**config.mk**
```make
export PLATFORM = sky130hd
export DESIGN_NAME = dfc_drum_function_controller
export DESIGN_NICKNAME = d
export VERILOG_FILES = /design/src/pkg/dfc_pkg.sv /design/src/hw/dfc_drum_function_controller.sv /design/src/hw/dfc_buf2.sv /design/src/hw/dfc_addr_step.sv
export VERILOG_INCLUDE_DIRS = /design/src /design/src/pkg
export SDC_FILE = /design/constraint.sdc
export NUM_CORES = 1
export LEC_CHECK = 0
export BUFFER_PORTS_ARGS = -buffer_cell sky130_fd_sc_hd__buf_4
export CORE_AREA = 5 5 175 177
export CTS_CLUSTER_DIAMETER = 60
export DETAILED_ROUTE_END_ITERATION = 10
export DIE_AREA = 0 0 180 182
export PLACE_DENSITY = 0.66
export SYNTH_ARGS = -nofsm -noshare
export SYNTH_HDL_FRONTEND = slang
export SYNTH_SLANG_ARGS = --single-unit
```
**constraint.sdc**
```tcl
create_clock -name clk_i -period 7.4 [get_ports clk_i]
set_clock_uncertainty 0.15 [all_clocks]
set_input_delay 1.48 -clock clk_i [delete_from_list [all_inputs] [get_ports clk_i]]
set_output_delay 1.48 -clock clk_i [all_outputs]
set_load 0.1 [all_outputs]
```
**src/pkg/dfc_consts.svh**
```systemverilog
`ifndef DFC_CONSTS_SVH
`define DFC_CONSTS_SVH

// ----------------------------------------------------------------
// Word layout
// ----------------------------------------------------------------
`define DFC_WORD_W      30
`define DFC_FUNC_W      28
`define DFC_OP_MSB      27
`define DFC_OP_LSB      22
`define DFC_ADDR_W      22
`define DFC_DRUM_MSB    21
`define DFC_DRUM_LSB    18
`define DFC_BAND_MSB    17
`define DFC_BAND_LSB    11
`define DFC_ANGLE_MSB   10
`define DFC_ANGLE_LSB   0
`define DFC_CODE_MSB    29
`define DFC_CODE_LSB    24
`define DFC_LOW_W       24

// ----------------------------------------------------------------
// Address limits and values
// ----------------------------------------------------------------
`define DFC_MAX_DRUM    4'h8
`define DFC_BOOT_ADDR   22'h000000
`define DFC_BOOT_AREA   11'h000
`define DFC_IN_BAND_ONE 18'h3ffff
`define DFC_EOB_WORD    30'h3fffffff

// ----------------------------------------------------------------
// Status codes
// ----------------------------------------------------------------
`define DFC_ST_EOB      6'h04
`define DFC_ST_PARITY   6'h34
`define DFC_ST_ILLEGAL  6'h10
`define DFC_ST_EOF      6'h11
`define DFC_ST_FAULT    6'h12
`define DFC_ST_TERM     6'h13

`endif

```
**src/pkg/dfc_pkg.sv**
```systemverilog
package dfc_pkg;

  // Operation codes, octal values written in hex
  typedef enum logic [5:0] {
    DFC_OP_WRITE   = 6'h02,
    DFC_OP_TERM_NI = 6'h13,
    DFC_OP_TERM_I  = 6'h1b,
    DFC_OP_BOOT_NI = 6'h20,
    DFC_OP_CREAD   = 6'h22,
    DFC_OP_SEARCH  = 6'h25,
    DFC_OP_SREAD   = 6'h26,
    DFC_OP_BOOT_I  = 6'h28,
    DFC_OP_BREAD   = 6'h2a,
    DFC_OP_BSEARCH = 6'h2d,
    DFC_OP_BSREAD  = 6'h2e
  } dfc_op_t;

  typedef enum logic [3:0] {
    DFC_ST_IDLE  = 4'h0,
    DFC_ST_WRITE = 4'h1,
    DFC_ST_READ  = 4'h2,
    DFC_ST_OVF   = 4'h3,
    DFC_ST_DRAIN = 4'h4,
    DFC_ST_INT   = 4'h5,
    DFC_ST_ERRW  = 4'h6,
    DFC_ST_IDENT = 4'h7,
    DFC_ST_HOLD  = 4'h8
  } dfc_state_t;

endpackage

```
**src/hw/dfc_drum_function_controller.sv**
```systemverilog
`timescale 1ns/1ps
`include "dfc_consts.svh"

module dfc_drum_function_controller (
  // Clock and reset
  input  wire logic                              clk_i,
  input  wire logic                              rst_n_i,
  // Function channel
  input  wire logic                              func_valid_i,
  input  wire logic [`DFC_FUNC_W-1:0]            func_word_i,
  output logic                                   func_ready_o,
  // Output data from the processor
  output logic                                   out_req_o,
  input  wire logic                              out_ack_i,
  input  wire logic [`DFC_WORD_W-1:0]            out_data_i,
  // Input data to the processor
  output logic                                   in_req_o,
  input  wire logic                              in_ack_i,
  output logic [`DFC_WORD_W-1:0]                 in_data_o,
  // External interrupt
  output logic                                   ext_int_o,
  input  wire logic                              ext_int_ack_i,
  output logic [`DFC_WORD_W-1:0]                 status_o,
  // Drum timing and heads
  input  wire logic                              word_tick_i,
  input  wire logic [`DFC_ANGLE_MSB:0]           rotational_word_position_i,
  input  wire logic [`DFC_WORD_W-1:0]            rd_data_i,
  input  wire logic                              rd_parity_err_i,
  input  wire logic                              fault_i,
  input  wire logic [3:0]                        max_drum_i,
  input  wire logic                              lockout_i,
  output logic [`DFC_ADDR_W-1:0]                 head_addr_o,
  output logic                                   wr_strobe_o,
  output logic [`DFC_WORD_W-1:0]                 wr_data_o
);

  // ----------------------------------------------------------------
  // Reset release
  // ----------------------------------------------------------------
  logic rst_meta_r;
  logic rst_sync_r;

  always_ff @(posedge clk_i or negedge rst_n_i) begin
    if (!rst_n_i) begin
      rst_meta_r <= 1'b0;
      rst_sync_r <= 1'b0;
    end else begin
      rst_meta_r <= 1'b1;
      rst_sync_r <= rst_meta_r;
    end
  end

  // ----------------------------------------------------------------
  // Declarations
  // ----------------------------------------------------------------
  dfc_pkg::dfc_state_t      state_r;
  dfc_pkg::dfc_op_t         op_in;
  logic [`DFC_ADDR_W-1:0]   addr_r;
  logic                     is_block_r;
  logic                     wr_full_r;
  logic [`DFC_WORD_W-1:0]   wr_word_r;
  logic                     stage_v_r;
  logic [`DFC_WORD_W-1:0]   stage_d_r;
  logic [`DFC_WORD_W-1:0]   err_word_r;
  logic                     pend_err_r;
  logic [5:0]               pend_code_r;
  logic [`DFC_LOW_W-1:0]    pend_low_r;
  logic [`DFC_WORD_W-1:0]   status_r;
  logic                     wr_strobe_r;
  logic [`DFC_WORD_W-1:0]   wr_data_r;
  logic [`DFC_ADDR_W-1:0]   next_addr;
  logic                     at_eof;
  logic                     locked;
  logic                     buf_in_ready;
  logic                     buf_out_valid;
  logic                     func_take;
  logic                     is_term;
  logic                     term_take;
  logic                     at_pos;
  logic                     wr_fire;
  logic                     rd_take;
  logic                     rd_push;
  logic                     err_push;
  logic                     drained;
  logic                     start_bad;

  // ----------------------------------------------------------------
  // Decode
  // ----------------------------------------------------------------
  assign op_in     = dfc_pkg::dfc_op_t'(func_word_i[`DFC_OP_MSB:`DFC_OP_LSB]);
  assign is_term   = (op_in == dfc_pkg::DFC_OP_TERM_NI) ||
                     (op_in == dfc_pkg::DFC_OP_TERM_I);
  // No function is taken while an interrupt waits for its acknowledge
  assign func_ready_o = (state_r != dfc_pkg::DFC_ST_INT);
  assign func_take = func_valid_i && func_ready_o;
  // The word after a search code is its identifier, even a terminate
  assign term_take = func_take && is_term && (state_r != dfc_pkg::DFC_ST_IDENT);
  assign start_bad = (func_word_i[`DFC_DRUM_MSB:`DFC_DRUM_LSB] > max_drum_i);

  // ----------------------------------------------------------------
  // Drum position and transfer strobes
  // ----------------------------------------------------------------
  // Timing tracks give no tick in the dead space, so no gap logic here
  assign at_pos   = word_tick_i &&
                    (rotational_word_position_i == addr_r[`DFC_ANGLE_MSB:`DFC_ANGLE_LSB]);
  // A word missing at the slot simply waits for the next pass of it
  assign wr_fire  = (state_r == dfc_pkg::DFC_ST_WRITE) && !fault_i && at_pos &&
                    wr_full_r && !locked;
  // A full stage skips this slot and costs one revolution
  assign rd_take  = (state_r == dfc_pkg::DFC_ST_READ) && !fault_i && at_pos &&
                    !stage_v_r;
  assign rd_push  = rd_take && !rd_parity_err_i;
  assign err_push = (state_r == dfc_pkg::DFC_ST_INT) && ext_int_ack_i && pend_err_r;
  assign drained  = !stage_v_r && !buf_out_valid;

  dfc_addr_step u_addr (
    .addr_i      (addr_r),
    .max_drum_i  (max_drum_i),
    .lockout_i   (lockout_i),
    .next_addr_o (next_addr),
    .eof_o       (at_eof),
    .locked_o    (locked)
  );

  // ----------------------------------------------------------------
  // Function sequencer
  // ----------------------------------------------------------------
  always_ff @(posedge clk_i or negedge rst_sync_r) begin
    if (!rst_sync_r) begin
      state_r     <= dfc_pkg::DFC_ST_IDLE;
      addr_r      <= `DFC_BOOT_ADDR;
      is_block_r  <= 1'b0;
      pend_err_r  <= 1'b0;
      pend_code_r <= 6'h00;
      pend_low_r  <= 24'h000000;
      err_word_r  <= 30'h00000000;
      status_r    <= 30'h00000000;
    end else if (term_take) begin
      pend_err_r <= 1'b0;
      if (op_in == dfc_pkg::DFC_OP_TERM_I) begin
        status_r <= {`DFC_ST_TERM, 24'h000000};
        state_r  <= dfc_pkg::DFC_ST_INT;
      end else begin
        state_r  <= dfc_pkg::DFC_ST_IDLE;
      end
    end else begin
      case (state_r)
        dfc_pkg::DFC_ST_IDLE: begin
          if (func_take) begin
            addr_r <= func_word_i[`DFC_ADDR_W-1:0];
            case (op_in)
              dfc_pkg::DFC_OP_WRITE: begin
                if (start_bad) begin
                  status_r <= {`DFC_ST_ILLEGAL, 24'h000000};
                  state_r  <= dfc_pkg::DFC_ST_INT;
                end else begin
                  state_r  <= dfc_pkg::DFC_ST_WRITE;
                end
              end
              dfc_pkg::DFC_OP_CREAD,
              dfc_pkg::DFC_OP_BREAD: begin
                is_block_r <= (op_in == dfc_pkg::DFC_OP_BREAD);
                if (start_bad) begin
                  status_r <= {`DFC_ST_ILLEGAL, 24'h000000};
                  state_r  <= dfc_pkg::DFC_ST_INT;
                end else begin
                  state_r  <= dfc_pkg::DFC_ST_READ;
                end
              end
              dfc_pkg::DFC_OP_BOOT_NI,
              dfc_pkg::DFC_OP_BOOT_I: begin
                // Bootstrap reads continuously from the first word
                addr_r     <= `DFC_BOOT_ADDR;
                is_block_r <= 1'b0;
                state_r    <= dfc_pkg::DFC_ST_READ;
              end
              dfc_pkg::DFC_OP_SEARCH,
              dfc_pkg::DFC_OP_SREAD,
              dfc_pkg::DFC_OP_BSEARCH,
              dfc_pkg::DFC_OP_BSREAD: begin
                state_r <= dfc_pkg::DFC_ST_IDENT;
              end
              default: begin
                state_r <= dfc_pkg::DFC_ST_IDLE;
              end
            endcase
          end
        end
        dfc_pkg::DFC_ST_WRITE: begin
          if (fault_i) begin
            status_r <= {`DFC_ST_FAULT, 24'h000000};
            state_r  <= dfc_pkg::DFC_ST_INT;
          end else if (at_pos && wr_full_r && locked) begin
            status_r <= {`DFC_ST_ILLEGAL, 24'h000000};
            state_r  <= dfc_pkg::DFC_ST_INT;
          end else if (wr_fire) begin
            addr_r <= next_addr;
            if (at_eof) begin
              status_r <= {`DFC_ST_EOF, 24'h000000};
              state_r  <= dfc_pkg::DFC_ST_INT;
            end
          end
        end
        dfc_pkg::DFC_ST_READ: begin
          if (fault_i) begin
            pend_code_r <= `DFC_ST_FAULT;
            pend_low_r  <= 24'h000000;
            state_r     <= dfc_pkg::DFC_ST_DRAIN;
          end else if (rd_take) begin
            addr_r <= next_addr;
            if (rd_parity_err_i) begin
              // Bad word kept back; only continuous read hands it over
              err_word_r  <= rd_data_i;
              pend_err_r  <= !is_block_r;
              pend_code_r <= `DFC_ST_PARITY;
              pend_low_r  <= 24'h000000;
              state_r     <= dfc_pkg::DFC_ST_DRAIN;
            end else if (is_block_r && (rd_data_i == `DFC_EOB_WORD)) begin
              state_r <= dfc_pkg::DFC_ST_OVF;
            end else if (at_eof) begin
              pend_code_r <= `DFC_ST_EOF;
              pend_low_r  <= 24'h000000;
              state_r     <= dfc_pkg::DFC_ST_DRAIN;
            end
          end
        end
        dfc_pkg::DFC_ST_OVF: begin
          if (at_pos) begin
            pend_code_r <= `DFC_ST_EOB;
            pend_low_r  <= rd_data_i[`DFC_LOW_W-1:0];
            state_r     <= dfc_pkg::DFC_ST_DRAIN;
          end
        end
        dfc_pkg::DFC_ST_DRAIN: begin
          // Status waits until every earlier word, end word included, is taken
          if (drained) begin
            status_r <= {pend_code_r, pend_low_r};
            state_r  <= dfc_pkg::DFC_ST_INT;
          end
        end
        dfc_pkg::DFC_ST_INT: begin
          if (ext_int_ack_i) begin
            pend_err_r <= 1'b0;
            state_r    <= pend_err_r ? dfc_pkg::DFC_ST_ERRW : dfc_pkg::DFC_ST_IDLE;
          end
        end
        dfc_pkg::DFC_ST_ERRW: begin
          // Other functions are ignored here until the word goes or a terminate
          if (drained) begin
            state_r <= dfc_pkg::DFC_ST_IDLE;
          end
        end
        dfc_pkg::DFC_ST_IDENT: begin
          if (func_take) begin
            state_r <= dfc_pkg::DFC_ST_HOLD;
          end
        end
        dfc_pkg::DFC_ST_HOLD: begin
          state_r <= dfc_pkg::DFC_ST_HOLD;
        end
        default: begin
          state_r <= dfc_pkg::DFC_ST_IDLE;
        end
      endcase
    end
  end

  // ----------------------------------------------------------------
  // Output word holding
  // ----------------------------------------------------------------
  // Armed whenever writing and empty, so a stalled processor can resume
  assign out_req_o = (state_r == dfc_pkg::DFC_ST_WRITE) && !wr_full_r;

  always_ff @(posedge clk_i or negedge rst_sync_r) begin
    if (!rst_sync_r) begin
      wr_full_r <= 1'b0;
      wr_word_r <= 30'h00000000;
    end else if (state_r != dfc_pkg::DFC_ST_WRITE || term_take) begin
      wr_full_r <= 1'b0;
    end else if (out_req_o && out_ack_i) begin
      wr_full_r <= 1'b1;
      wr_word_r <= out_data_i;
    end else if (wr_fire) begin
      wr_full_r <= 1'b0;
    end
  end

  always_ff @(posedge clk_i or negedge rst_sync_r) begin
    if (!rst_sync_r) begin
      wr_strobe_r <= 1'b0;
      wr_data_r   <= 30'h00000000;
    end else begin
      wr_strobe_r <= wr_fire;
      if (wr_fire) begin
        wr_data_r <= wr_word_r;
      end
    end
  end

  // ----------------------------------------------------------------
  // Input staging and buffer
  // ----------------------------------------------------------------
  // Stage plus two-entry buffer keep three words across a late acknowledge
  always_ff @(posedge clk_i or negedge rst_sync_r) begin
    if (!rst_sync_r) begin
      stage_v_r <= 1'b0;
      stage_d_r <= 30'h00000000;
    end else if (term_take) begin
      stage_v_r <= 1'b0;
    end else if (rd_push) begin
      stage_v_r <= 1'b1;
      stage_d_r <= rd_data_i;
    end else if (err_push) begin
      stage_v_r <= 1'b1;
      stage_d_r <= err_word_r;
    end else if (buf_in_ready) begin
      stage_v_r <= 1'b0;
    end
  end

  dfc_buf2 u_buf (
    .clk_i       (clk_i),
    .rst_n_i     (rst_sync_r),
    .flush_i     (term_take),
    .in_valid_i  (stage_v_r),
    .in_ready_o  (buf_in_ready),
    .in_data_i   (stage_d_r),
    .out_valid_o (buf_out_valid),
    .out_ready_i (in_ack_i),
    .out_data_o  (in_data_o)
  );

  // ----------------------------------------------------------------
  // Outputs
  // ----------------------------------------------------------------
  assign in_req_o    = buf_out_valid;
  assign ext_int_o   = (state_r == dfc_pkg::DFC_ST_INT);
  assign status_o    = status_r;
  assign head_addr_o = addr_r;
  assign wr_strobe_o = wr_strobe_r;
  assign wr_data_o   = wr_data_r;

endmodule

```
**src/hw/dfc_buf2.sv**
```systemverilog
`timescale 1ns/1ps
`include "dfc_consts.svh"

module dfc_buf2 (
  // Clock and reset
  input  wire logic                   clk_i,
  input  wire logic                   rst_n_i,
  input  wire logic                   flush_i,
  // Fill side
  input  wire logic                   in_valid_i,
  output logic                        in_ready_o,
  input  wire logic [`DFC_WORD_W-1:0] in_data_i,
  // Drain side
  output logic                        out_valid_o,
  input  wire logic                   out_ready_i,
  output logic [`DFC_WORD_W-1:0]      out_data_o
);

  logic [`DFC_WORD_W-1:0] mem_r [2];
  logic                   wr_ptr_r;
  logic                   rd_ptr_r;
  logic [1:0]             count_r;
  logic                   push;
  logic                   pop;

  assign in_ready_o  = (count_r != 2'h2);
  assign out_valid_o = (count_r != 2'h0);
  assign out_data_o  = mem_r[rd_ptr_r];
  assign push        = in_valid_i && in_ready_o;
  assign pop         = out_valid_o && out_ready_i;

  always_ff @(posedge clk_i) begin
    if (push) begin
      mem_r[wr_ptr_r] <= in_data_i;
    end
  end

  always_ff @(posedge clk_i or negedge rst_n_i) begin
    if (!rst_n_i) begin
      wr_ptr_r <= 1'b0;
      rd_ptr_r <= 1'b0;
      count_r  <= 2'h0;
    end else if (flush_i) begin
      wr_ptr_r <= 1'b0;
      rd_ptr_r <= 1'b0;
      count_r  <= 2'h0;
    end else begin
      wr_ptr_r <= wr_ptr_r ^ push;
      rd_ptr_r <= rd_ptr_r ^ pop;
      count_r  <= count_r + {1'b0, push} - {1'b0, pop};
    end
  end

endmodule

```
**src/hw/dfc_addr_step.sv**
```systemverilog
`timescale 1ns/1ps
`include "dfc_consts.svh"

module dfc_addr_step (
  // Current address and limits
  input  wire logic [`DFC_ADDR_W-1:0] addr_i,
  input  wire logic [3:0]             max_drum_i,
  input  wire logic                   lockout_i,
  // Results
  output logic [`DFC_ADDR_W-1:0]      next_addr_o,
  output logic                        eof_o,
  output logic                        locked_o
);

  // Fields are packed binary, so a plain increment carries angle into
  // band and band into drum; the dead space is handled by the timing tracks
  assign next_addr_o = addr_i + 22'h000001;
  assign eof_o       = (addr_i[`DFC_DRUM_MSB:`DFC_DRUM_LSB] == max_drum_i) &&
                       (addr_i[`DFC_BAND_MSB:0] == `DFC_IN_BAND_ONE);
  assign locked_o    = lockout_i &&
                       (addr_i[`DFC_ADDR_W-1:`DFC_BAND_LSB] == `DFC_BOOT_AREA);

endmodule

```
After elaboration in Yosys (flattened, before gate mapping). Memories as Yosys holds them, arrays and structs flattened. Index checks and enable logic that the tools add are counted.

Input bits: 113. Logic and storage cells: 215. Memory bits (writable): 60. Bits in registers: 217. Memories kept: 1.

Memory list: u_buf.mem_r (words 2, bits a word 30, rd ports 1, clocked after memory_dff 0, write ports 1, RTL line dfc_buf2.sv:19) `` logic [`DFC_WORD_W-1:0] mem_r [2]; ``.

Add/subtract/negate cells: 3. Mux-type cells: 76. Equal/unequal tests: 53. Bitwise gates (word level): 5. Reduce and logical (&&, ||, !) cells: 57. $lt $le $gt $ge: 1.

Operators by type and width (number): $mux 30 (12); $mux 22 (7); $mux 24 (6); $pmux 30 s3 (1); $pmux 22 s3 (1); $mux 4 (16); $eq 6x6->1 const B (8); $pmux 24 s2 (1); $mux 6 (6); $pmux 4 s9 (1); $ne 3x3->1 const B (11); $eq 30x30->1 const B (1); $logic_and 1x1->1 (24); $add 22x1->22 const B (1); $eq 18x18->1 const B (1); $eq 4x3->1 const B (4); $mux 1 (16); $ne 2x2->1 const B (8); $pmux 4 s4 (1); $reduce_and 8->1 (2); $eq 6x5->1 const B (2); $mux 3 (4); $ne 4x4->1 const B (3); $pmux 6 s2 (1); 34 further kinds (57).

Logic depth before layout (Yosys ltp).
Word-level depth: 10. Gate-level depth with buffers: 10. Mapped depth without buffers: 8.

Hierarchy. A second synthesis with hierarchy kept.

Cells, all modules: 1035. Area, all modules: 12488.2 sq um.

By module, submodules not included: dfc_drum_function_controller (times used 1, cells an instance 855, area each 9603.0 sq um); dfc_buf2 (times used 1, cells an instance 115, area each 2411.1 sq um); dfc_addr_step (times used 1, cells an instance 65, area each 474.2 sq um).

Least setup slack after synthesis. OpenSTA, ideal clock, no wires.

Kind: flip-flop to output port. Start: reg state_r[2]. End: out out_req_o. Stages on the path, launching flop included: 7. Setup slack: 3.200 ns. Data required time: 5.770 ns. Arrival: 2.570 ns. Cell sequence: dfrtp_1 buf_2 or2_2 clkbuf_1 nor2_1 nand2_1 nor2_1.

Longest elaborated chain between the ends: 2.

Ends and longest elaborated chain: start: declaration (RTL line dfc_drum_function_controller.sv:56) `dfc_pkg::dfc_state_t state_r;`; start signal: assignment (RTL line dfc_drum_function_controller.sv:130) `state_r <= dfc_pkg::DFC_ST_IDLE;`; start signal: assignment (RTL line dfc_drum_function_controller.sv:142) `state_r <= dfc_pkg::DFC_ST_INT;`; start signal: assignment (RTL line dfc_drum_function_controller.sv:144) `state_r <= dfc_pkg::DFC_ST_IDLE;`; $eq 4x1->1 (RTL line dfc_drum_function_controller.sv:272) `assign out_req_o = (state_r == dfc_pkg::DFC_ST_WRITE) && !wr_full_r;`; $logic_and 1x1->1 (RTL line dfc_drum_function_controller.sv:272); end: declaration (RTL line dfc_drum_function_controller.sv:13) `output logic out_req_o,`.

Every way passes these cells.

Worst setup path after layout.
Start: in rotational_word_position_i[10]. End: reg stage_d_r[12].

Longest elaborated chain between the ends: 7. Elaborated cells on any way between the ends: 8.

Ends and longest elaborated chain: start: declaration (RTL line dfc_drum_function_controller.sv:26) `` input wire logic [`DFC_ANGLE_MSB:0] rotational_word_position_i, ``; $eq 11x11->1 (*) (RTL line dfc_drum_function_controller.sv:105) `` (rotational_word_position_i == addr_r[`DFC_ANGLE_MSB:`DFC_ANGLE_LSB]); ``; $logic_and 1x1->1 (*) (RTL line dfc_drum_function_controller.sv:104) `assign at_pos = word_tick_i &&`; $logic_and 1x1->1 (*) (2 in a row) (RTL line dfc_drum_function_controller.sv:110) `assign rd_take = (state_r == dfc_pkg::DFC_ST_READ) && !fault_i && at_pos &&`; $logic_and 1x1->1 (*) (RTL line dfc_drum_function_controller.sv:112) `assign rd_push = rd_take && !rd_parity_err_i;`; $reduce_bool 2->1 (no line); $reduce_and 2->1 (no line); end signal: assignment (RTL line dfc_drum_function_controller.sv:312) `stage_d_r <= rd_data_i;`; end signal: assignment (RTL line dfc_drum_function_controller.sv:315) `stage_d_r <= err_word_r;`; end: declaration (RTL line dfc_drum_function_controller.sv:63) `` logic [`DFC_WORD_W-1:0] stage_d_r; ``.

Every way passes the cells marked *; elsewhere a longest branch is shown, timed or not. A chain may end at the register's enable or synchronous reset.

==> impl_metrics.json <==
{
  "status": "complete, no violations",
  "rsz0062_at_grt": "false",
  "fp.dieH_um": 182,
  "clk_pin_slew_ps": 60,
  "peakVddDrop_uv": 352.4,
  "numCtsBuffers": 31,
  "io_buffers": 228,
  "gr-total-overflow": 0,
  "timing.slew.headroom": 0.2428,
  "setup_viol": 0,
  "synth_area_mm2": 0.01283,
  "drt-pass1-iter-count": 5,
  "ios": 230,
  "final-hold-violation-count": 0,
  "die_w_um": 180,
  "clockBufferDepth": 3,
  "cts_hold_buf": 0,
  "startpoint": "rotational_word_position_i[10]",
  "antenna_left": 0,
  "grt.total_usage": 0.1860,
  "grt_pass1_wl_um": 50120,
  "cp_data_required_time_ps": 7680,
  "antennaDiodeCount": 0,
  "synth.most_common_cell": "dfrtp_1",
  "core_area_mm2": 0.02909,
  "synth-seq-area-share": 0.5596,
  "ctsResizeCount": 0,
  "cts_root_buf": "clkbuf_16",
  "fillers": 2552,
  "worstPathArrival_ps": 4850,
  "syn_nets": 1156,
  "hp-class": "reg -> async",
  "setup-tns-final_ps": 0,
  "gp_congestion": 0.8518,
  "hpwlAfterDp_um": 21440,
  "clock.fmax_mhz": 218.7,
  "rows": 63,
  "r2r_start": "state_r[1]",
  "yosysUniqueCellTypes": 78,
  "remaining_drc_errors": 0,
  "synth_edf_count": 60,
  "ys_seq_elements": 275,
  "cap_violations": 0,
  "synth-main-ff-cell": "dfrtp_1",
  "drtIter0Drc": 613,
  "synth-async-reset-ratio": 0.7818,
  "wl_per_cell_um": 18.79,
  "power_leakage_uw": 0.007416,
  "vias": 8924,
  "p_total_uw": 5271,
  "cp_max_fo": 31,
  "critical_path_class": "in -> reg",
  "antenna_found_initial": 1,
  "start_util": 0.4413,
  "startpoint_type": "input port",
  "grt_max_degree": 175,
  "r2r_setup_slack_ps": 3050,
  "post-cts-setup-buffer-count": 0,
  "nNetsFinal": 1370,
  "synthTopCellsByArea": "dfrtp_1, edfxtp_1, mux2_2",
  "period_needed_ps": 4572,
  "cts_tree": "built",
  "grt_pass1_vias": 9188,
  "htree_num_levels": 1,
  "synthToLayoutAreaGrowth_pct": 23.21,
  "slew_viol_final": 0,
  "drt_wl_total_um": 31250,
  "drive_gt1_frac": 0.3566,
  "yosys_warnings": 0,
  "worstMarginPinSlew_ps": 1135,
  "synth_common_cells": "dfrtp_1, nand2_1, mux2_2, edfxtp_1",
  "synth_top_area_frac": 0.4192,
  "clk-insertion-delay-late_ps": 560,
  "syn_avg_cell_area_um2": 12.41,
  "p_per_area_mw_per_mm2": 333.3,
  "yosys.area.top_type": "dfrtp_1",
  "holdWs_ps": 169.7,
  "vias_per_cell": 5.366,
  "syn_inst": 1034,
  "cts.sinks": 275,
  "period_share": 0.6179,
  "worst_setup_path_end_kind": "flop",
  "die_area_mm2": 0.03276
}
[flip-flops by register name (all words and copies together), names as in the netlist, 2 cells and up]
name / cells
u_buf.mem_r: 60
err_word_r: 30
stage_d_r: 30
wr_data_o: 30
wr_word_r: 30
status_o: 29
pend_low_r: 24
head_addr_o: 22
pend_code_r: 5
state_r: 4
u_buf.count_r: 2
[path summary, 6_finish.rpt]
path | end | cells past startpoint
worst max register to register | stage_d_r[12] | 5
min in group clk_i | rst_sync_r | 0
worst max-delay path | stage_d_r[12] | 7
worst min register to register | head_addr_o[21] | 0
max in group asynchronous | err_word_r[1] | 1
worst min-delay path | head_addr_o[21] | 0
[layout make-up]
| cell class | instances | area, µm² | area share |
|---|---|---|---|
| clock inverter | 15 | 145.1 | 0.009178 |
| multi-input combinational | 653 | 5170 | 0.3269 |
| sequential | 275 | 7186 | 0.4544 |
| tap | 390 | 488.0 | 0.03086 |
| timing repair buffer | 241 | 1822 | 0.1152 |
| inverter | 46 | 172.7 | 0.01092 |
| clock buffer | 43 | 830.8 | 0.05254 |
[worst max-delay path, cell delays in order]
cell,delay [ps]
buf_4,110
xor2_1,170
nor4b_2,440
and3_1,290
nand3_2,730
a21oi_4,1180
mux2_2,420
[placed cells by master, fill, tap and decap left out, types with 10 or more instances in the layout]
| cell | count |
|---|---|
| xnor2_1 | 10 |
| nor3_1 | 14 |
| mux2_4 | 30 |
| a21oi_1 | 24 |
| buf_4 | 240 |
| mux2_2 | 108 |
| nor4_1 | 11 |
| a31oi_1 | 18 |
| mux2_1 | 46 |
| clkbuf_1 | 11 |
| edfxtp_1 | 60 |
| xor2_1 | 10 |
| nand3_1 | 17 |
| inv_1 | 46 |
| nand2_1 | 111 |
| nor2_1 | 33 |
| o21ai_0 | 40 |
| nand4_1 | 19 |
| dfrtp_1 | 214 |
| mux2i_1 | 30 |
| clkbuf_16 | 31 |
[through the flow]
stage | cell area [µm²] | instances | util | setup slack (ps)
finish | 15810 | 1663 | 0.5437 | 2828
CTS | 15810 | 1663 | 0.5437 | 2767
global route | 15810 | 1663 | 0.5437 | 2568
detailed placement | 14840 | 1605 | 0.5101 | 2176
global placement | 14840 | 1605 | 0.5101 | 2237
floorplan | 12830 | 1034 | - | 815.0
[power by group]
group | switching (µW) | leakage [µW] | internal, µW
logic | 1260 | 0.00339 | 574
registers | 235 | 0.00356 | 1740
clock network | 611 | 0.000467 | 858
total | 2100 | 0.00742 | 3170
[layer usage]
metal	GRT usage	part of all wire
met5	0	0.00064
met4	0.04145	0.019
met3	0.05889	0.086
met2	0.2957	0.46
met1	0.2519	0.43
[kinds of logic (layout without fill, tap and decap cells)]
logic type                 Yosys count  after routing  synth area share
DFF                                275            275            0.5596
and+or+nand+nor                    253            253            0.1019
muxes                              214            214            0.1936
AOI/OAI and AO/OA                  155            155           0.08208
buffers and inverters              106            345           0.03987
xor gates and xnor gates            20             20           0.01365
adders and majority gates            9              9          0.008774
other                                2              2         0.0005851
Power figures use the tool's default switching activity.
